<file path="config.mk">
export PLATFORM = sky130hd
export DESIGN_NAME = xor_skip_exec
export DESIGN_NICKNAME = d
export VERILOG_FILES = /design/src/hw/xor_skip_pkg.sv /design/src/hw/xor_skip_exec.sv /design/src/hw/qphase_gen.sv /design/src/hw/holding_latches.sv
export SDC_FILE = /design/constraint.sdc
export NUM_CORES = 1
export LEC_CHECK = 0
export BUFFER_PORTS_ARGS = -buffer_cell sky130_fd_sc_hd__buf_2
export CAP_MARGIN = 0
export CORE_MARGIN = 2
export CORE_UTILIZATION = 44
export CTS_CLUSTER_SIZE = 8
export DETAILED_ROUTE_END_ITERATION = 12
export PLACE_DENSITY = 0.74
export SLEW_MARGIN = 25
export SYNTH_ARGS = -nofsm -noshare
export SYNTH_HDL_FRONTEND = slang
export SYNTH_HIERARCHICAL = 1
export SYNTH_SLANG_ARGS = --single-unit
</file>
<file path="constraint.sdc">
create_clock -name pclk -period 6.1 [get_ports pclk]
set_input_delay 1.22 -clock pclk [delete_from_list [all_inputs] [get_ports pclk]]
set_output_delay 1.22 -clock pclk [all_outputs]
set_load 0.01 [all_outputs]
</file>
<file path="src/hw/xor_skip_pkg.sv">
// Constants and types shared by the table-write, skip and xor execution unit.
`default_nettype none

package xor_skip_pkg;

   // Widths of the core datapath.
   localparam int DATA_W     = 8;
   localparam int INSTR_W    = 16;
   localparam int DADDR_W    = 12;
   localparam int BANK_W     = 4;
   localparam int PTR_W      = 21;
   localparam int HOLD_N     = 8;
   localparam int HOLD_IDX_W = 3;
   localparam int Q_PHASES   = 4;
   localparam int APB_AW     = 8;
   localparam int APB_DW     = 32;

   // Opcode fields, compared against the top bits of the instruction word.
   localparam logic [13:0] TBLW_TOP = 14'h0003;
   localparam logic [6:0]  TST_TOP  = 7'h33;
   localparam logic [7:0]  XLW_TOP  = 8'h0A;
   localparam logic [5:0]  XWF_TOP  = 6'h06;

   // Field positions inside the instruction word.
   localparam int FLD_D      = 9;
   localparam int FLD_A      = 8;
   localparam int FLD_ACC_HI = 7;
   localparam int FLD_MODE_W = 2;

   // Table write pointer modes.
   localparam logic [1:0] TW_KEEP = 2'h0;
   localparam logic [1:0] TW_POST_INC = 2'h1;
   localparam logic [1:0] TW_POST_DEC = 2'h2;
   localparam logic [1:0] TW_PRE_INC  = 2'h3;

   // Fixed access bank halves.
   localparam logic [BANK_W-1:0] ACC_LOW_BANK  = 4'h0;
   localparam logic [BANK_W-1:0] ACC_HIGH_BANK = 4'hF;

   // Status flag positions.
   localparam int FLAG_Z = 0;
   localparam int FLAG_N = 1;
   localparam int FLAG_W = 2;

   // Register map, byte addresses.
   localparam logic [APB_AW-1:0] REG_WORK  = 8'h00;
   localparam logic [APB_AW-1:0] REG_BANK  = 8'h04;
   localparam logic [APB_AW-1:0] REG_FLAGS = 8'h08;
   localparam logic [APB_AW-1:0] REG_PTR   = 8'h0C;
   localparam logic [APB_AW-1:0] REG_LATCH = 8'h10;
   localparam logic [APB_AW-1:0] REG_CORE  = 8'h14;
   localparam logic [APB_AW-1:0] REG_HOLD  = 8'h20;
   localparam logic [APB_AW-1:0] HOLD_MASK = 8'hE3;
   localparam int                HOLD_LSB  = 2;

   // Reset values.
   localparam logic [DATA_W-1:0] RST_BYTE = 8'h00;
   localparam logic [3:0]        RST_PHASE = 4'h1;

   typedef enum logic [3:0] {
      ST_EXEC  = 4'h1,
      ST_TBLW  = 4'h2,
      ST_SKIP1 = 4'h4,
      ST_SKIP2 = 4'h8
   } core_state_t;

endpackage

`default_nettype wire

</file>
<file path="src/hw/xor_skip_exec.sv">
// Execution unit for table write, test-skip-zero and the two xor forms.
//
// Contract
// - Table write is one word, two cycles; post forms store at old address.
// - Pre-increment advances the pointer first, then stores at the new address.
// - Test-skip-zero reads the register; on zero the next word becomes a no-op.
// - A skipped two-word instruction costs two no-op cycles, three in all.
// - Access bit 0 selects the fixed access bank, 1 the bank select value.
// - Xor-literal xors the working register with the literal in one cycle.
// - Xor-register result goes to working register if d is 0, else back.
// - Both xors set negative and zero; test and table write keep flags.
// - The low three pointer bits pick one of eight holding latches.
// - The pointer is 21 bits, byte addressed; bit 0 is the low bit of the latch index.
`timescale 1ns/1ns
`default_nettype none

module xor_skip_exec #(
   parameter int PTR_W = xor_skip_pkg::PTR_W
) (
   // Clock and reset.
   input  wire logic        pclk,
   input  wire logic        presetn,
   // APB slave.
   input  wire logic [7:0]  paddr,
   input  wire logic        psel,
   input  wire logic        penable,
   input  wire logic        pwrite,
   input  wire logic [31:0] pwdata,
   output logic [31:0]      prdata,
   output logic             pready,
   output logic             pslverr,
   // Instruction fetch path.
   input  wire logic        instr_valid,
   input  wire logic [15:0] instr_word,
   input  wire logic        instr_two_word,
   output logic             instr_ready,
   // Data register file.
   output logic [11:0]      data_addr,
   input  wire logic [7:0]  data_rd_data,
   output logic             data_wr_en,
   output logic [7:0]       data_wr_data
);

   initial begin
      if (PTR_W < xor_skip_pkg::HOLD_IDX_W + 1) begin
         $error("table pointer too narrow for the holding latch index");
      end
   end

   ////////////////////////////////////////////////////////////////////////
   logic [3:0]                   phase;
   xor_skip_pkg::core_state_t    state;
   logic [15:0]                  ir;
   logic                         ir_valid;
   logic [7:0]                   operand;
   logic [7:0]                   result;
   logic [7:0]                   work;
   logic [3:0]                   bank;
   logic [1:0]                   flags;
   logic [PTR_W-1:0]             ptr;
   logic [7:0]                   latch;
   logic                         skip_took;
   logic                         skip_two;
   logic [63:0]                  hold_flat;
   logic                         hold_we;
   logic [2:0]                   chk_idx;
   logic                         taken;
   logic                         exec;
   logic                         do_tblw;
   logic                         do_tst;
   logic                         do_xlw;
   logic                         do_xwf;
   logic [1:0]                   tw_mode;
   logic [7:0]                   rd_mux;
   logic                         mapped;
   logic                         apb_wr;
   logic                         hold_hit;
   logic [11:0]                  next_addr;

   qphase_gen u_phase (
      .pclk    (pclk),
      .presetn (presetn),
      .phase   (phase)
   );

   holding_latches u_hold (
      .pclk      (pclk),
      .presetn   (presetn),
      .wr_en     (hold_we),
      .wr_idx    (ptr[xor_skip_pkg::HOLD_IDX_W-1:0]),
      .wr_data   (latch),
      .hold_flat (hold_flat)
   );

   ////////////////////////////////////////////////////////////////////////
   // Decode of the held instruction.
   assign exec    = state == xor_skip_pkg::ST_EXEC;
   assign do_tblw = ir_valid && ir[15:2] == xor_skip_pkg::TBLW_TOP;
   assign do_tst  = ir_valid && ir[15:9] == xor_skip_pkg::TST_TOP;
   assign do_xlw  = ir_valid && ir[15:8] == xor_skip_pkg::XLW_TOP;
   assign do_xwf  = ir_valid && ir[15:10] == xor_skip_pkg::XWF_TOP;
   assign tw_mode = ir[xor_skip_pkg::FLD_MODE_W-1:0];

   // A word is taken in the first phase of every cycle but a table write's.
   assign instr_ready = phase[0] && state != xor_skip_pkg::ST_TBLW;
   assign taken       = instr_ready && instr_valid;

   // Operand address, banked or through the access bank.
   always_comb begin
      if (instr_word[xor_skip_pkg::FLD_A]) begin
         next_addr = {bank, instr_word[7:0]};
      end else if (instr_word[xor_skip_pkg::FLD_ACC_HI]) begin
         next_addr = {xor_skip_pkg::ACC_HIGH_BANK, instr_word[7:0]};
      end else begin
         next_addr = {xor_skip_pkg::ACC_LOW_BANK, instr_word[7:0]};
      end
   end

   always_ff @(posedge pclk or negedge presetn) begin
      if (!presetn) begin
         ir        <= '0;
         ir_valid  <= 1'b0;
         data_addr <= '0;
      end else if (phase[0]) begin
         if (exec) begin
            ir_valid <= instr_valid;
            if (instr_valid) begin
               ir        <= instr_word;
               data_addr <= next_addr;
            end
         end else if (state != xor_skip_pkg::ST_TBLW) begin
            ir_valid <= 1'b0;
         end
      end
   end

   // Read in the second phase, process in the third.
   always_ff @(posedge pclk or negedge presetn) begin
      if (!presetn) begin
         operand <= xor_skip_pkg::RST_BYTE;
         result  <= xor_skip_pkg::RST_BYTE;
      end else begin
         if (phase[1]) begin
            operand <= data_rd_data;
         end
         if (phase[2]) begin
            result <= work ^ (do_xlw ? ir[7:0] : operand);
         end
      end
   end

   ////////////////////////////////////////////////////////////////////////
   // Cycle sequencer; state changes happen at the fourth phase, the skip flags are caught at the first.
   always_ff @(posedge pclk or negedge presetn) begin
      if (!presetn) begin
         skip_took <= 1'b0;
         skip_two  <= 1'b0;
      end else if (phase[0]) begin
         skip_took <= taken;
         skip_two  <= taken && instr_two_word;
      end
   end

   always_ff @(posedge pclk or negedge presetn) begin
      if (!presetn) begin
         state <= xor_skip_pkg::ST_EXEC;
      end else if (phase[3]) begin
         case (state)
            xor_skip_pkg::ST_EXEC: begin
               if (do_tblw) begin
                  state <= xor_skip_pkg::ST_TBLW;
               end else if (do_tst && operand == xor_skip_pkg::RST_BYTE) begin
                  state <= xor_skip_pkg::ST_SKIP1;
               end else begin
                  state <= xor_skip_pkg::ST_EXEC;
               end
            end
            xor_skip_pkg::ST_TBLW: begin
               state <= xor_skip_pkg::ST_EXEC;
            end
            xor_skip_pkg::ST_SKIP1: begin
               if (skip_took && skip_two) begin
                  state <= xor_skip_pkg::ST_SKIP2;
               end else if (skip_took) begin
                  state <= xor_skip_pkg::ST_EXEC;
               end
            end
            xor_skip_pkg::ST_SKIP2: begin
               if (skip_took) begin
                  state <= xor_skip_pkg::ST_EXEC;
               end
            end
            default: begin
               state <= xor_skip_pkg::ST_EXEC;
            end
         endcase
      end
   end

   ////////////////////////////////////////////////////////////////////////
   // Register file; a core update in the same cycle wins over software.
   assign apb_wr   = psel && penable && pwrite;
   assign hold_hit = (paddr & xor_skip_pkg::HOLD_MASK) == xor_skip_pkg::REG_HOLD;

   always_ff @(posedge pclk or negedge presetn) begin
      if (!presetn) begin
         work  <= xor_skip_pkg::RST_BYTE;
         flags <= '0;
      end else begin
         if (apb_wr && paddr == xor_skip_pkg::REG_WORK) begin
            work <= pwdata[7:0];
         end
         if (apb_wr && paddr == xor_skip_pkg::REG_FLAGS) begin
            flags <= pwdata[xor_skip_pkg::FLAG_W-1:0];
         end
         if (phase[3] && exec && (do_xlw || do_xwf)) begin
            flags[xor_skip_pkg::FLAG_Z] <= result == xor_skip_pkg::RST_BYTE;
            flags[xor_skip_pkg::FLAG_N] <= result[7];
            if (do_xlw || !ir[xor_skip_pkg::FLD_D]) begin
               work <= result;
            end
         end
      end
   end

   always_ff @(posedge pclk or negedge presetn) begin
      if (!presetn) begin
         data_wr_en   <= 1'b0;
         data_wr_data <= xor_skip_pkg::RST_BYTE;
      end else begin
         data_wr_en <= phase[3] && exec && do_xwf && ir[xor_skip_pkg::FLD_D];
         if (phase[3]) begin
            data_wr_data <= result;
         end
      end
   end

   always_ff @(posedge pclk or negedge presetn) begin
      if (!presetn) begin
         bank  <= '0;
         latch <= xor_skip_pkg::RST_BYTE;
      end else if (apb_wr) begin
         if (paddr == xor_skip_pkg::REG_BANK) begin
            bank <= pwdata[xor_skip_pkg::BANK_W-1:0];
         end
         if (paddr == xor_skip_pkg::REG_LATCH) begin
            latch <= pwdata[7:0];
         end
      end
   end

   // Table pointer; pre-increment moves at the end of the first cycle.
   assign hold_we = phase[3] && state == xor_skip_pkg::ST_TBLW;

   always_ff @(posedge pclk or negedge presetn) begin
      if (!presetn) begin
         ptr <= '0;
      end else begin
         if (apb_wr && paddr == xor_skip_pkg::REG_PTR) begin
            ptr <= pwdata[PTR_W-1:0];
         end
         if (phase[3] && exec && do_tblw && tw_mode == xor_skip_pkg::TW_PRE_INC) begin
            ptr <= ptr + PTR_W'(1);
         end
         if (hold_we && tw_mode == xor_skip_pkg::TW_POST_INC) begin
            ptr <= ptr + PTR_W'(1);
         end
         if (hold_we && tw_mode == xor_skip_pkg::TW_POST_DEC) begin
            ptr <= ptr - PTR_W'(1);
         end
      end
   end

   ////////////////////////////////////////////////////////////////////////
   // APB read path; data is sampled in the setup cycle.
   always_comb begin
      rd_mux = '0;
      mapped = 1'b1;
      if (hold_hit) begin
         rd_mux = hold_flat[paddr[xor_skip_pkg::HOLD_LSB +: 3]*8 +: 8];
         mapped = !pwrite;
      end else begin
         case (paddr)
            xor_skip_pkg::REG_WORK:  rd_mux = work;
            xor_skip_pkg::REG_BANK:  rd_mux = {4'h0, bank};
            xor_skip_pkg::REG_FLAGS: rd_mux = {6'h00, flags};
            xor_skip_pkg::REG_LATCH: rd_mux = latch;
            xor_skip_pkg::REG_CORE: begin
               rd_mux = {3'h0, state, ir_valid};
               mapped = !pwrite;
            end
            xor_skip_pkg::REG_PTR:   rd_mux = '0;
            default:                 mapped = 1'b0;
         endcase
      end
   end

   always_ff @(posedge pclk or negedge presetn) begin
      if (!presetn) begin
         prdata <= '0;
      end else if (psel && !penable) begin
         if (paddr == xor_skip_pkg::REG_PTR) begin
            prdata <= 32'(ptr);
         end else begin
            prdata <= {24'h000000, rd_mux};
         end
      end
   end

   assign pready  = 1'b1;
   assign pslverr = psel && penable && !mapped;

   ////////////////////////////////////////////////////////////////////////
   // Checks.
   always_ff @(posedge pclk or negedge presetn) begin
      if (!presetn) begin
         chk_idx <= '0;
      end else begin
         chk_idx <= ptr[2:0];
      end
   end
endmodule

`default_nettype wire

</file>
<file path="src/hw/qphase_gen.sv">
// Rotating one-hot generator of the four internal phases of a cycle.
`timescale 1ns/1ns
`default_nettype none

module qphase_gen (
   // Clock and reset.
   input  wire logic       pclk,
   input  wire logic       presetn,
   // Phase enables, bit 0 is the first phase.
   output logic [3:0]      phase
);

   always_ff @(posedge pclk or negedge presetn) begin
      if (!presetn) begin
         phase <= xor_skip_pkg::RST_PHASE;
      end else begin
         phase <= {phase[2:0], phase[3]};
      end
   end

endmodule

`default_nettype wire

</file>
<file path="src/hw/holding_latches.sv">
// Bank of byte-wide holding latches that collect program data.
`timescale 1ns/1ns
`default_nettype none

module holding_latches #(
   parameter int N     = xor_skip_pkg::HOLD_N,
   parameter int IDX_W = xor_skip_pkg::HOLD_IDX_W
) (
   // Clock and reset.
   input  wire logic             pclk,
   input  wire logic             presetn,
   // Write port.
   input  wire logic             wr_en,
   input  wire logic [IDX_W-1:0] wr_idx,
   input  wire logic [7:0]       wr_data,
   // All latches, entry i at bits 8*i and up.
   output logic [N*8-1:0]        hold_flat
);

   initial begin
      if (N != (1 << IDX_W)) begin
         $error("holding latch count must be two to the index width");
      end
   end

   // Each entry is its own variable so that every process owns what it writes.
   logic [7:0] ent [N];

   for (genvar i = 0; i < N; i++) begin : g_ent
      always_ff @(posedge pclk or negedge presetn) begin
         if (!presetn) begin
            ent[i] <= xor_skip_pkg::RST_BYTE;
         end else if (wr_en && wr_idx == IDX_W'(i)) begin
            ent[i] <= wr_data;
         end
      end
      assign hold_flat[i*8 +: 8] = ent[i];
   end

endmodule

`default_nettype wire

</file>
==> metrics.txt, run 1 <==
CP max-delay cell buf_2; slack of the worst reg-to-reg path 3.07 ns; largest cells by area after synthesis dfrtp_1, mux2_2, mux2i_1; Synth Warn # 6; post-route cell area about 11,000 sq um; Crit. End Element output pin; CTS clk-pin slew, worst paths ~0.07 ns; Slew Viols, Final 0; Slew HR just under 40%; switching portion of total power ~25%; max-cap viol count 0; area leader, netlist dfrtp_1; critical setup path kind input pin to output pin; Setup violations, final 0; most frequent cells in the layout dfrtp_1, mux2_2, buf_2; run status finished clean; first-pass GRT wire length roughly 39 mm; Cell Area, Placed 10,400 sq um; final worst path period share roughly 68%; synth unique cells between 70 and 80; Post-Synth Simple-Gate Area roughly 15%; placed wire-length estimate between 15 and 20 mm; RSZ-0062 raised after global routing no; Final Hold Fails 0; Hold Buf Count CTS 0; sequential share of power 49.8%; XOR/XNOR Fraction of Synth Area 2.14%; DRC errors left 0; Routed WL per cell 19.2 um; cts bufs inserted 17; number of setup buffers added after CTS 0; Least-Margin Pin Slew just over 0.9 ns; pwr/cell area between 200 and 250 nW/um^2; initial core utilization about 45%; adder-cell share of the synthesized area 0.255%; final layout net count about 1,000; commonest non-fill, non-tap cell in the layout dfrtp_1; Synth Flop Type dfrtp_1; mux cell area share after synthesis about 20%; Comb pwr share under 10%; clk_lat worst skew between 0.4 and 0.5 ns; R2R Path Start ptr[1]$_DFFE_PN0P_; sequential area share after synthesis 46.9%; DR vias/cell 5.80; Syn Inst Count ~900; CTS tree done; core area approximately 22,000 sq um; Worst EP required between 4 and 5 ns; GPL Wtd Cong between 0.9 and 1; area grow syn2layout 11.7%; CP Cell Sequence buf_2 -> or2_2 -> nand2_1 -> a211oi_1 -> buf_2; Die Area 23,500 sq um; share of the synthesized area in the top cell type 46.4%; Max Clk Rate 243 MHz; HP Start u_phase/phase[0]$_DFF_PN1_; main combinational cell family by area after synthesis multiplexers; Max IR drop VDD roughly 0.00019 V; GRT Util Overall approximately a fifth; TNS Setup 0 ns; io pins 127; initial antenna violation count 0; drt total wl 24.0 mm; crit-path most repeated cell buf_2; biggest cell delay along the critical path approximately 0.6 ns; clk sinks approximately 180; # fillers 2,002; die width 153 um; Post-DRT Antenna Nets 0; Hold Path Class register to register; num rows 54; synthesized flop and latch total ~180; CTS Root Cell clkbuf_16; Synth Area in Compound Gates under 10%; CP startpoint kind input pin; post_cts resized 0; Worst Path Arrival just under 3 ns; largest net degree at the start of global routing 97; Critical Path Source paddr[2]; Int Pwr roughly 1.9 mW; global route overflow 0; clock tree buffer depth 2; fraction of registers with async set/reset between 90% and 100%; Initial DRT Pass Iterations 5; vias in the first global route around 6,900; # port buffers ~100; Pleak around 5 nW; Fin Clk Skew 0.00978 ns; n_diodes 0; Synth Area per Inst approximately 11 sq um; Clk pwr share between 40% and 50%; Tmin final 4.12 ns; EDFF count, synth 0; CTS HTree Levels 4; DRT iter0 DRCs about 630; mapped cell area between 9000 and 10,000 sq um; Die H about 150 um; Vias around 7,300; critical path fanouts, max 34; Sw Pwr ~0.63 mW; fraction of layout cells with a size suffix above 1 about a third
-- metrics by stage --
step / utilization, % / hold WS [ns] / setup slack [ns] / power [mW] / instances
2_1_floorplan: - / 0.352 / 2.21 / 1.33 / 911
3_3_place_gp: 47.4 / 0.426 / 1.96 / 1.40 / 1221
3_5_place_dp: 47.4 / 0.431 / 1.98 / 1.40 / 1221
4_1_cts: 50.1 / 0.437 / 1.97 / 2.52 / 1253
5_1_grt: 50.1 / 0.446 / 1.91 / 2.59 / 1253
6_report: 50.1 / 0.441 / 1.98 / 2.50 / 1253
-- critical path, delay by kind of cell --
family          cells  cell delay (ns)
compound gates      1             0.46
buf+inv             2             0.82
simple gates        2             0.38
-- final cells by class --
type | count | area, sq um | share of cell area, %
multi-input cells | 625 | 4730 | 43.2
clock buffers | 18 | 439 | 4.00
repair buffers | 117 | 627 | 5.71
inverters | 15 | 56.3 | 0.513
clock inverters | 14 | 156 | 1.43
flip-flops and latches | 184 | 4610 | 42.0
well taps | 280 | 350 | 3.19
-- logic make-up after synthesis --
group | count (synthesis)
AOI/OAI and AO/OA | 153
xor gates and xnor gates | 24
adders and majority gates | 2
buffers and inverters | 102
DFF | 184
muxes | 168
other | 2
and+or+nand+nor | 266
-- routing by layer --
metal | global-route usage (%) | part of all wire [%] | vias up
met1 | 29.7 | 45 | 3609
met3 | 4.22 | 6.3 | 28
met5 | 0 | 0 | -
met4 | 5.16 | 1.6 | 0
met2 | 32.4 | 47 | 258
li1 | - | - | 3373
-- power by group through the flow --
stage / registers, mW / clock network, mW / logic, mW
after floorplan: 1.26 / 0 / 0.0737
after global placement: 1.27 / 0 / 0.132
after detailed placement: 1.27 / 0 / 0.133
after CTS: 1.24 / 1.14 / 0.134
after global routing: 1.24 / 1.20 / 0.147
final: 1.24 / 1.12 / 0.132
-- path summary, 6_finish.rpt --
path	end	depth (start not counted)
worst max-delay path	pslverr	5
worst min register to register	u_phase/phase[1]$_DFF_PN0_	0
worst min-delay path	u_phase/phase[1]$_DFF_PN0_	0
worst max register to register	ptr[14]$_DFFE_PN0P_	8
max in group asynchronous	operand[7]$_DFFE_PN0P_	2
min in group asynchronous	prdata[5]$_DFFE_PN0P_	1
-- flip-flops by register name (all words and copies together), names as in the netlist, 4 cells and up --
| name | flops |
|---|---|
| bank | 4 |
| data_addr | 12 |
| data_wr_data | 8 |
| ir | 8 |
| latch | 8 |
| operand | 8 |
| prdata | 21 |
| ptr | 21 |
| result | 8 |
| state | 4 |
| u_hold/hold_flat | 64 |
| u_phase/phase | 4 |
| work | 8 |
-- Yosys cell counts, types with 3 or more instances --
library cell,number
dfrtp_1,182
mux2_2,115
nand2_1,71
nor2_1,44
o21ai_0,44
mux2i_1,37
nand3_1,36
a21oi_1,35
clkbuf_1,33
buf_2,23
buf_4,23
nor3_1,20
nor4_1,16
inv_1,15
xnor2_1,15
mux4_2,12
and3_1,10
a31oi_1,9
nand4_1,9
xor2_1,9
o22ai_1,7
nor2b_1,6
o2111ai_1,6
o211ai_1,6
o21ai_1,6
a211oi_1,5
nand2b_1,5
or3_1,5
a21o_1,4
and4_1,4
buf_1,4
mux2_4,4
nand3b_1,4
nand4b_1,4
nor4bb_1,4
o31ai_1,4
or4_4,4
a311oi_1,3
buf_6,3
nor3_4,3
nor3b_1,3
o21a_1,3
o21ai_2,3
Note: power is estimated with default switching activity, not from simulation.
==> run 2, diff against run 1 <==
--- a/config.mk
+++ b/config.mk
@@ -5,13 +5,14 @@
 export SDC_FILE = /design/constraint.sdc
 export NUM_CORES = 1
 export LEC_CHECK = 0
+export ABC_AREA = 1
 export BUFFER_PORTS_ARGS = -buffer_cell sky130_fd_sc_hd__buf_2
 export CAP_MARGIN = 0
 export CORE_MARGIN = 2
 export CORE_UTILIZATION = 44
 export CTS_CLUSTER_SIZE = 8
 export DETAILED_ROUTE_END_ITERATION = 12
-export PLACE_DENSITY = 0.74
+export PLACE_DENSITY = 0.77
 export SLEW_MARGIN = 25
 export SYNTH_ARGS = -nofsm -noshare
 export SYNTH_HDL_FRONTEND = slang
==> constraint.sdc (replaced) <==
create_clock -name pclk -period 3.4 [get_ports pclk]
set_input_delay 0.68 -clock pclk [delete_from_list [all_inputs] [get_ports pclk]]
set_output_delay 0.68 -clock pclk [all_outputs]
set_load 0.01 [all_outputs]
==> metrics.txt, run 2 <==
max reg flops 64 (unchanged); Least-Margin Pin Slew 0.756 ns (was 0.922 ns); number of setup buffers added after CTS 0 (unchanged); TNS Setup 0 ns (unchanged); CTS Root Cell clkbuf_16 (unchanged); initial antenna violation count 0 (unchanged); mapped cell area 10,300 sq um (was 9820 sq um); DR vias/cell 5.27 (was 5.80); GRT Util Overall 23.6% (was 20.7%); DRT iter0 DRCs 780 (was 626); CTS tree done (unchanged); die width 157 um (was 153 um); Die Area 24,600 sq um (was 23,500 sq um); largest cells by area after synthesis dfrtp_1, nand2_1, nand3_1 (was dfrtp_1, mux2_2, mux2i_1); core area 22,800 sq um (was 21,900 sq um); cts bufs inserted 17 (unchanged); synth unique cells 51 (was 75); fraction of layout cells with a size suffix above 1 13.9% (was 31.4%); max-cap viol count 0 (unchanged); Synth top cells by count nand2_1, dfrtp_1, inv_1 (was dfrtp_1, mux2_2, nand2_1); io pins 127 (unchanged); Tmin final approximately 2.7 ns; Fin Clk Skew 0.0170 ns (was 0.00978 ns); n_diodes 0 (unchanged); Hold Path Class input pin to async pin (was register to register); placed wire-length estimate 20.4 mm (was 16.5 mm); Final Hold Fails 0 (unchanged); commonest non-fill, non-tap cell in the layout nand2_1 (was dfrtp_1); Pwr Total 4.58 mW (was 2.50 mW); Reg2Reg Depth 9 (was 8); CP Cell Sequence buf_2 -> nor2_1 -> inv_1 -> nor2_1 -> nand2_1 -> inv_1 -> nor3_1 -> o211a_1 -> buf_2 (was buf_2 -> or2_2 -> nand2_1 -> a211oi_1 -> buf_2); Hold Buf Count CTS 0 (unchanged); Routed WL per cell 15.7 um (was 19.2 um); vias in the first global route 8,993 (was 6,895); clk sinks 184 (unchanged); Setup violations, final 0 (unchanged); R2R Path Start state[0]$_DFFE_PN1P_ (was ptr[1]$_DFFE_PN0P_); synthesized flop and latch total 184 (unchanged); area grow syn2layout 11.2% (was 11.7%); slack of the worst reg-to-reg path 0.89 ns (was 3.07 ns); Reg-to-Reg End ptr[4]$_DFFE_PN0P_ (was ptr[14]$_DFFE_PN0P_); final worst path period share around 78%; Worst EP required 2.72 ns (was 4.88 ns); initial core utilization 45.1% (was 44.9%); global route overflow 0 (unchanged); largest net degree at the start of global routing 68 (was 97); area leader, netlist dfrtp_1 (unchanged); post_cts resized 0 (unchanged); pre-CTS WS 0.769 ns (was 1.98 ns); Post-DRT Antenna Nets 0 (unchanged); final layout net count 1,523 (was 1,033); critical path fanouts, max 4 (was 34); EDFF count, synth 0 (unchanged); Initial DRT Pass Iterations 6 (was 5); Synth Area per Inst 7.46 sq um (was 10.9 sq um); # fillers 2,195 (was 2,002); pwr/cell area 401 nW/um^2 (was 228 nW/um^2); clock tree buffer depth 2 (unchanged); first-pass GRT wire length 45.7 mm (was 38.6 mm); critical setup path kind input pin to output pin (unchanged); fin worst setup slack 0.740 ns (was 1.98 ns); Slew Viols, Final 0 (unchanged); Pleak 6.10 nW (was 5.12 nW); biggest cell delay along the critical path 0.27 ns (was 0.60 ns); RSZ-0062 raised after global routing no (unchanged); Cell Area, Placed 10,800 sq um (was 10,400 sq um); Post-Layout Cell Count 1,776 (was 1,253); most frequent cells in the layout nand2_1, dfrtp_1, inv_1 (was dfrtp_1, mux2_2, buf_2); CTS clk-pin slew, worst paths 0.07 ns (about the same); share of the synthesized area in the top cell type 44.3% (was 46.4%); Slew HR 49.6% (was 38.6%); drt total wl 28.0 mm (was 24.0 mm); num rows 55 (was 54); Inst Count DP 1,744 (was 1,221); fraction of registers with async set/reset 100% (unchanged); Max IR drop VDD 0.000287 V (was 0.000186 V); # port buffers 103 (unchanged); CP max-delay cell nor2_1 (was buf_2); Worst Path Arrival 1.98 ns (was 2.90 ns); Synth Flop Type dfrtp_1 (unchanged); Syn Inst Count 1,378 (was 901); GPL Wtd Cong 0.926 (was 0.909); cell with the most instances after synthesis nand2_1 (was dfrtp_1); run status finished clean (unchanged); post-route cell area 11,400 sq um (was 11,000 sq um); Crit. End Element output pin (unchanged); CTS HTree Levels 4 (unchanged); Die H 157 um (was 153 um); sequential area share after synthesis 44.8% (was 46.9%); Synth Warn # 6 (unchanged); clk_lat worst skew 0.45 ns (was 0.43 ns); DRC errors left 0 (unchanged); Vias 9,355 (was 7,268); Max Clk Rate 376 MHz; CP startpoint kind input pin (unchanged)
==> run 2: layout make-up <==
class	count	area (sq um)	area share, %
multi-input combinational	1009	4700	41.2
sequential	184	4610	40.3
timing repair buffer	114	629	5.51
inverter	124	465	4.07
clock buffer	17	425	3.72
tap	313	392	3.43
clock inverter	15	203	1.77
==> run 2: routing by layer <==
| metal | up-vias | global-route usage [%] | wire, um |
|---|---|---|---|
| li1 | 4509 | - | - |
| met1 | 4418 | 32.4 | 12200 |
| met2 | 373 | 37.4 | 12800 |
| met3 | 55 | 4.24 | 2130 |
| met4 | 0 | 8.82 | 793 |
| met5 | - | 0 | 0 |
==> run 2: how the worst max path moves through the flow <==
| stage | start | end | slack [ns] | cells past startpoint |
|---|---|---|---|---|
| 2_1_floorplan | paddr[1] | pslverr | 1.17 | 5 |
| 3_3_place_gp | paddr[1] | pslverr | 0.79 | 9 |
| 3_5_place_dp | paddr[1] | pslverr | 0.77 | 9 |
| 4_1_cts | paddr[1] | pslverr | 0.76 | 9 |
| 5_1_grt | paddr[1] | pslverr | 0.67 | 9 |
| 6_report | paddr[1] | pslverr | 0.74 | 9 |
==> run 2: power by group <==
group | internal (mW) | switching, mW
logic | 0.0826 | 0.176
clock network | 1.07 | 1.02
registers | 2.20 | 0.0282
==> run 2: worst max-delay path: cells and delay by family <==
family	cells	cell delay [ns]
buf+inv	4	0.51
simple gates	4	0.57
compound gates	1	0.23
==> run 2: metrics by stage <==
| step | util (%) | hold WS [ns] |
|---|---|---|
| 6_report | 50.2 | 0.254 |
| 4_1_cts | 50.2 | 0.277 |
| 3_5_place_dp | 47.4 | 0.365 |
| 3_3_place_gp | 47.4 | 0.359 |
| 2_1_floorplan | - | 0.352 |
| 5_1_grt | 50.2 | 0.300 |
==> run 2: cell families (layout without fill, tap and decap cells) <==
group	after synthesis	after routing	share of synthesized area (%)
fa+ha+maj	2	2	0.244
other cells	2	12	0.0731
simple gates	811	811	33.6
buf+inv	195	270	9.74
flops	184	184	44.8
mux	10	10	1.10
compound gates	151	151	8.43
xor+xnor	23	23	1.96
==> run 3, diff against run 2 <==
--- a/config.mk
+++ b/config.mk
@@ -12,7 +12,7 @@
 export CORE_UTILIZATION = 44
 export CTS_CLUSTER_SIZE = 8
 export DETAILED_ROUTE_END_ITERATION = 12
-export PLACE_DENSITY = 0.77
+export PLACE_DENSITY = 0.74
 export SLEW_MARGIN = 25
 export SYNTH_ARGS = -nofsm -noshare
 export SYNTH_HDL_FRONTEND = slang
==> constraint.sdc (replaced) <==
create_clock -name pclk -period 2.56 [get_ports pclk]
set_input_delay 0.512 -clock pclk [delete_from_list [all_inputs] [get_ports pclk]]
set_output_delay 0.512 -clock pclk [all_outputs]
set_load 0.01 [all_outputs]
==> metrics.txt, run 3 (synthesized netlist as in run 2, its figures left out) <==
run status finished clean (unchanged); global route overflow 0 (unchanged); number of buffers and inverters on the critical path 2 (was 4); TNS Setup 0 ns (unchanged); Setup violations, final 0 (unchanged); Die H 157 um (unchanged); Max IR drop VDD 0.000397 V (was 0.000287 V); clock tree buffer depth 2 (unchanged); Max Clk Rate about 450 MHz; Crit. End Element output pin (unchanged); Post-Layout Cell Count 1,786 (was 1,776); Inst Count DP 1,754 (was 1,744); critical setup path kind register to output pin (was input pin to output pin); CTS tree done (unchanged); Least-Margin Pin Slew 0.692 ns (was 0.756 ns); core area 22,800 sq um (unchanged); slack of the worst reg-to-reg path 0.38 ns (was 0.89 ns); cts bufs inserted 17 (unchanged); number of setup buffers added after CTS 0 (unchanged); placed wire-length estimate 20.4 mm (about the same); Worst EP required 2.05 ns (was 2.72 ns); biggest cell delay along the critical path 0.61 ns (was 0.27 ns); CP max-delay cell dfstp_2 (was nor2_1); R2R Path Start ptr[1]$_DFFE_PN0P_ (was state[0]$_DFFE_PN1P_); CTS Root Cell clkbuf_16 (unchanged); largest net degree at the start of global routing 67 (was 68); initial antenna violation count 0 (unchanged); DR vias/cell 5.21 (was 5.27); CP Cell Sequence inv_2 -> a31oi_1 -> buf_2 (was buf_2 -> nor2_1 -> inv_1 -> nor2_1 -> nand2_1 -> inv_1 -> nor3_1 -> o211a_1 -> buf_2); Post-DRT Antenna Nets 0 (unchanged); first-pass GRT wire length 45.8 mm (was 45.7 mm); fraction of layout cells with a size suffix above 1 14.5% (was 13.9%); io pins 127 (unchanged); Cell Area, Placed 10,900 sq um (was 10,800 sq um); GPL Wtd Cong 0.932 (was 0.926); CTS clk-pin slew, worst paths 0.07 ns (about the same); post-route cell area 11,500 sq um (was 11,400 sq um); Reg2Reg Depth 12 (was 9); RSZ-0062 raised after global routing no (unchanged); vias in the first global route 8,820 (was 8,993); Hold Buf Count CTS 0 (unchanged); final layout net count 1,533 (was 1,523); drt total wl 27.8 mm (was 28.0 mm); # port buffers 103 (unchanged); # fillers 2,195 (unchanged); number of cells on the critical path 3 (was 9); Slew HR 53.7% (was 49.6%); Routed WL per cell 15.6 um (was 15.7 um); initial core utilization 45.1% (unchanged); DRC errors left 0 (unchanged); Final Hold Fails 0 (unchanged); Pwr Total 6.03 mW (was 4.58 mW); n_diodes 0 (unchanged); Hold Path Class input pin to async pin (unchanged); clk_lat worst skew 0.44 ns (was 0.45 ns); Initial DRT Pass Iterations 6 (unchanged); die width 157 um (unchanged); delay-heaviest family, CP flip-flops (was simple AND/OR/NAND/NOR gates); final worst path period share between 80 and 90%; most frequent cells in the layout nand2_1, dfrtp_1, inv_1 (unchanged); area grow syn2layout 11.9% (was 11.2%); CP startpoint kind register (was input pin); pwr/cell area 524 nW/um^2 (was 401 nW/um^2); CTS HTree Levels 4 (unchanged); Fin Clk Skew 0.0157 ns (was 0.0170 ns); Fin Hold WS 0.0936 ns (was 0.254 ns); critical path fanouts, max 4 (unchanged); Reg-to-Reg End ptr[16]$_DFFE_PN0P_ (was ptr[4]$_DFFE_PN0P_); Slew Viols, Final 0 (unchanged); clk sinks 184 (unchanged); Pleak 6.15 nW (was 6.10 nW); max-cap viol count 0 (unchanged); max reg flops 64 (unchanged); GRT Util Overall 23.6% (about the same); commonest non-fill, non-tap cell in the layout nand2_1 (unchanged); Tmin final between 2 and 2.5 ns; Die Area 24,600 sq um (unchanged); Vias 9,304 (was 9,355); DRT iter0 DRCs 794 (was 780); Worst Path Arrival 1.70 ns (was 1.98 ns); num rows 55 (unchanged); post_cts resized 0 (unchanged)
run 3: cell types whose count changed in the layout (fill, tap and decap cells not counted), sizes merged:
cell and change:
inv +3, clkinvlp -1, buf +9, clkinv -3, clkbuf +2
run 3: metal layers:
metal,wire (um),vias to the layer above,share of wire (%),GRT usage (%)
met1,12400,4358,45,33.4
met2,13000,369,47,37.8
met4,457,0,1.6,5.37
met5,0,-,0,0
li1,-,4536,-,-
met3,2010,41,7.2,4.21
run 3: worst register-to-register path: stages (launching register included):
cell	delay, ns
dfrtp_1	0.54
inv_1	0.18
ha_1	0.19
inv_1	0.09
nor3_4	0.20
nand2_1	0.17
nor2_1	0.16
nand2_1	0.14
o21ai_0	0.20
nand3_1	0.10
nand2_1	0.08
nand2_1	0.04
nand2_1	0.06
run 3: layout make-up:
class / instances / area, sq um / area share (%)
well taps: 313 / 392 / 3.41
flip-flops and latches: 184 / 4610 / 40.1
clock buffers: 18 / 439 / 3.82
clock inverters: 14 / 180 / 1.57
repair buffers: 124 / 707 / 6.15
multi-input cells: 1009 / 4700 / 40.9
inverters: 124 / 465 / 4.05
run 3: worst max path at each step:
stage	start	to	slack, ns
3_3_place_gp	paddr[4]	ptr[13]$_DFFE_PN0P_	0.39
6_report	state[0]$_DFFE_PN1P_	instr_ready	0.35
3_5_place_dp	paddr[1]	pslverr	0.38
5_1_grt	ptr[1]$_DFFE_PN0P_	ptr[16]$_DFFE_PN0P_	0.07
4_1_cts	state[0]$_DFFE_PN1P_	instr_ready	0.33
2_1_floorplan	paddr[1]	pslverr	0.67
run 3: per-stage QoR:
| step | util, % | setup WS [ns] |
|---|---|---|
| detailed placement | 47.7 | 0.378 |
| global placement | 47.7 | 0.389 |
| global route | 50.5 | 0.0720 |
| finish | 50.5 | 0.347 |
| floorplan | - | 0.665 |
| CTS | 50.5 | 0.333 |
run 3: power by group:
part / switching (mW) / internal [mW]
Clock: 1.28 / 1.44
Combinational: 0.237 / 0.113
Sequential: 0.0372 / 2.93
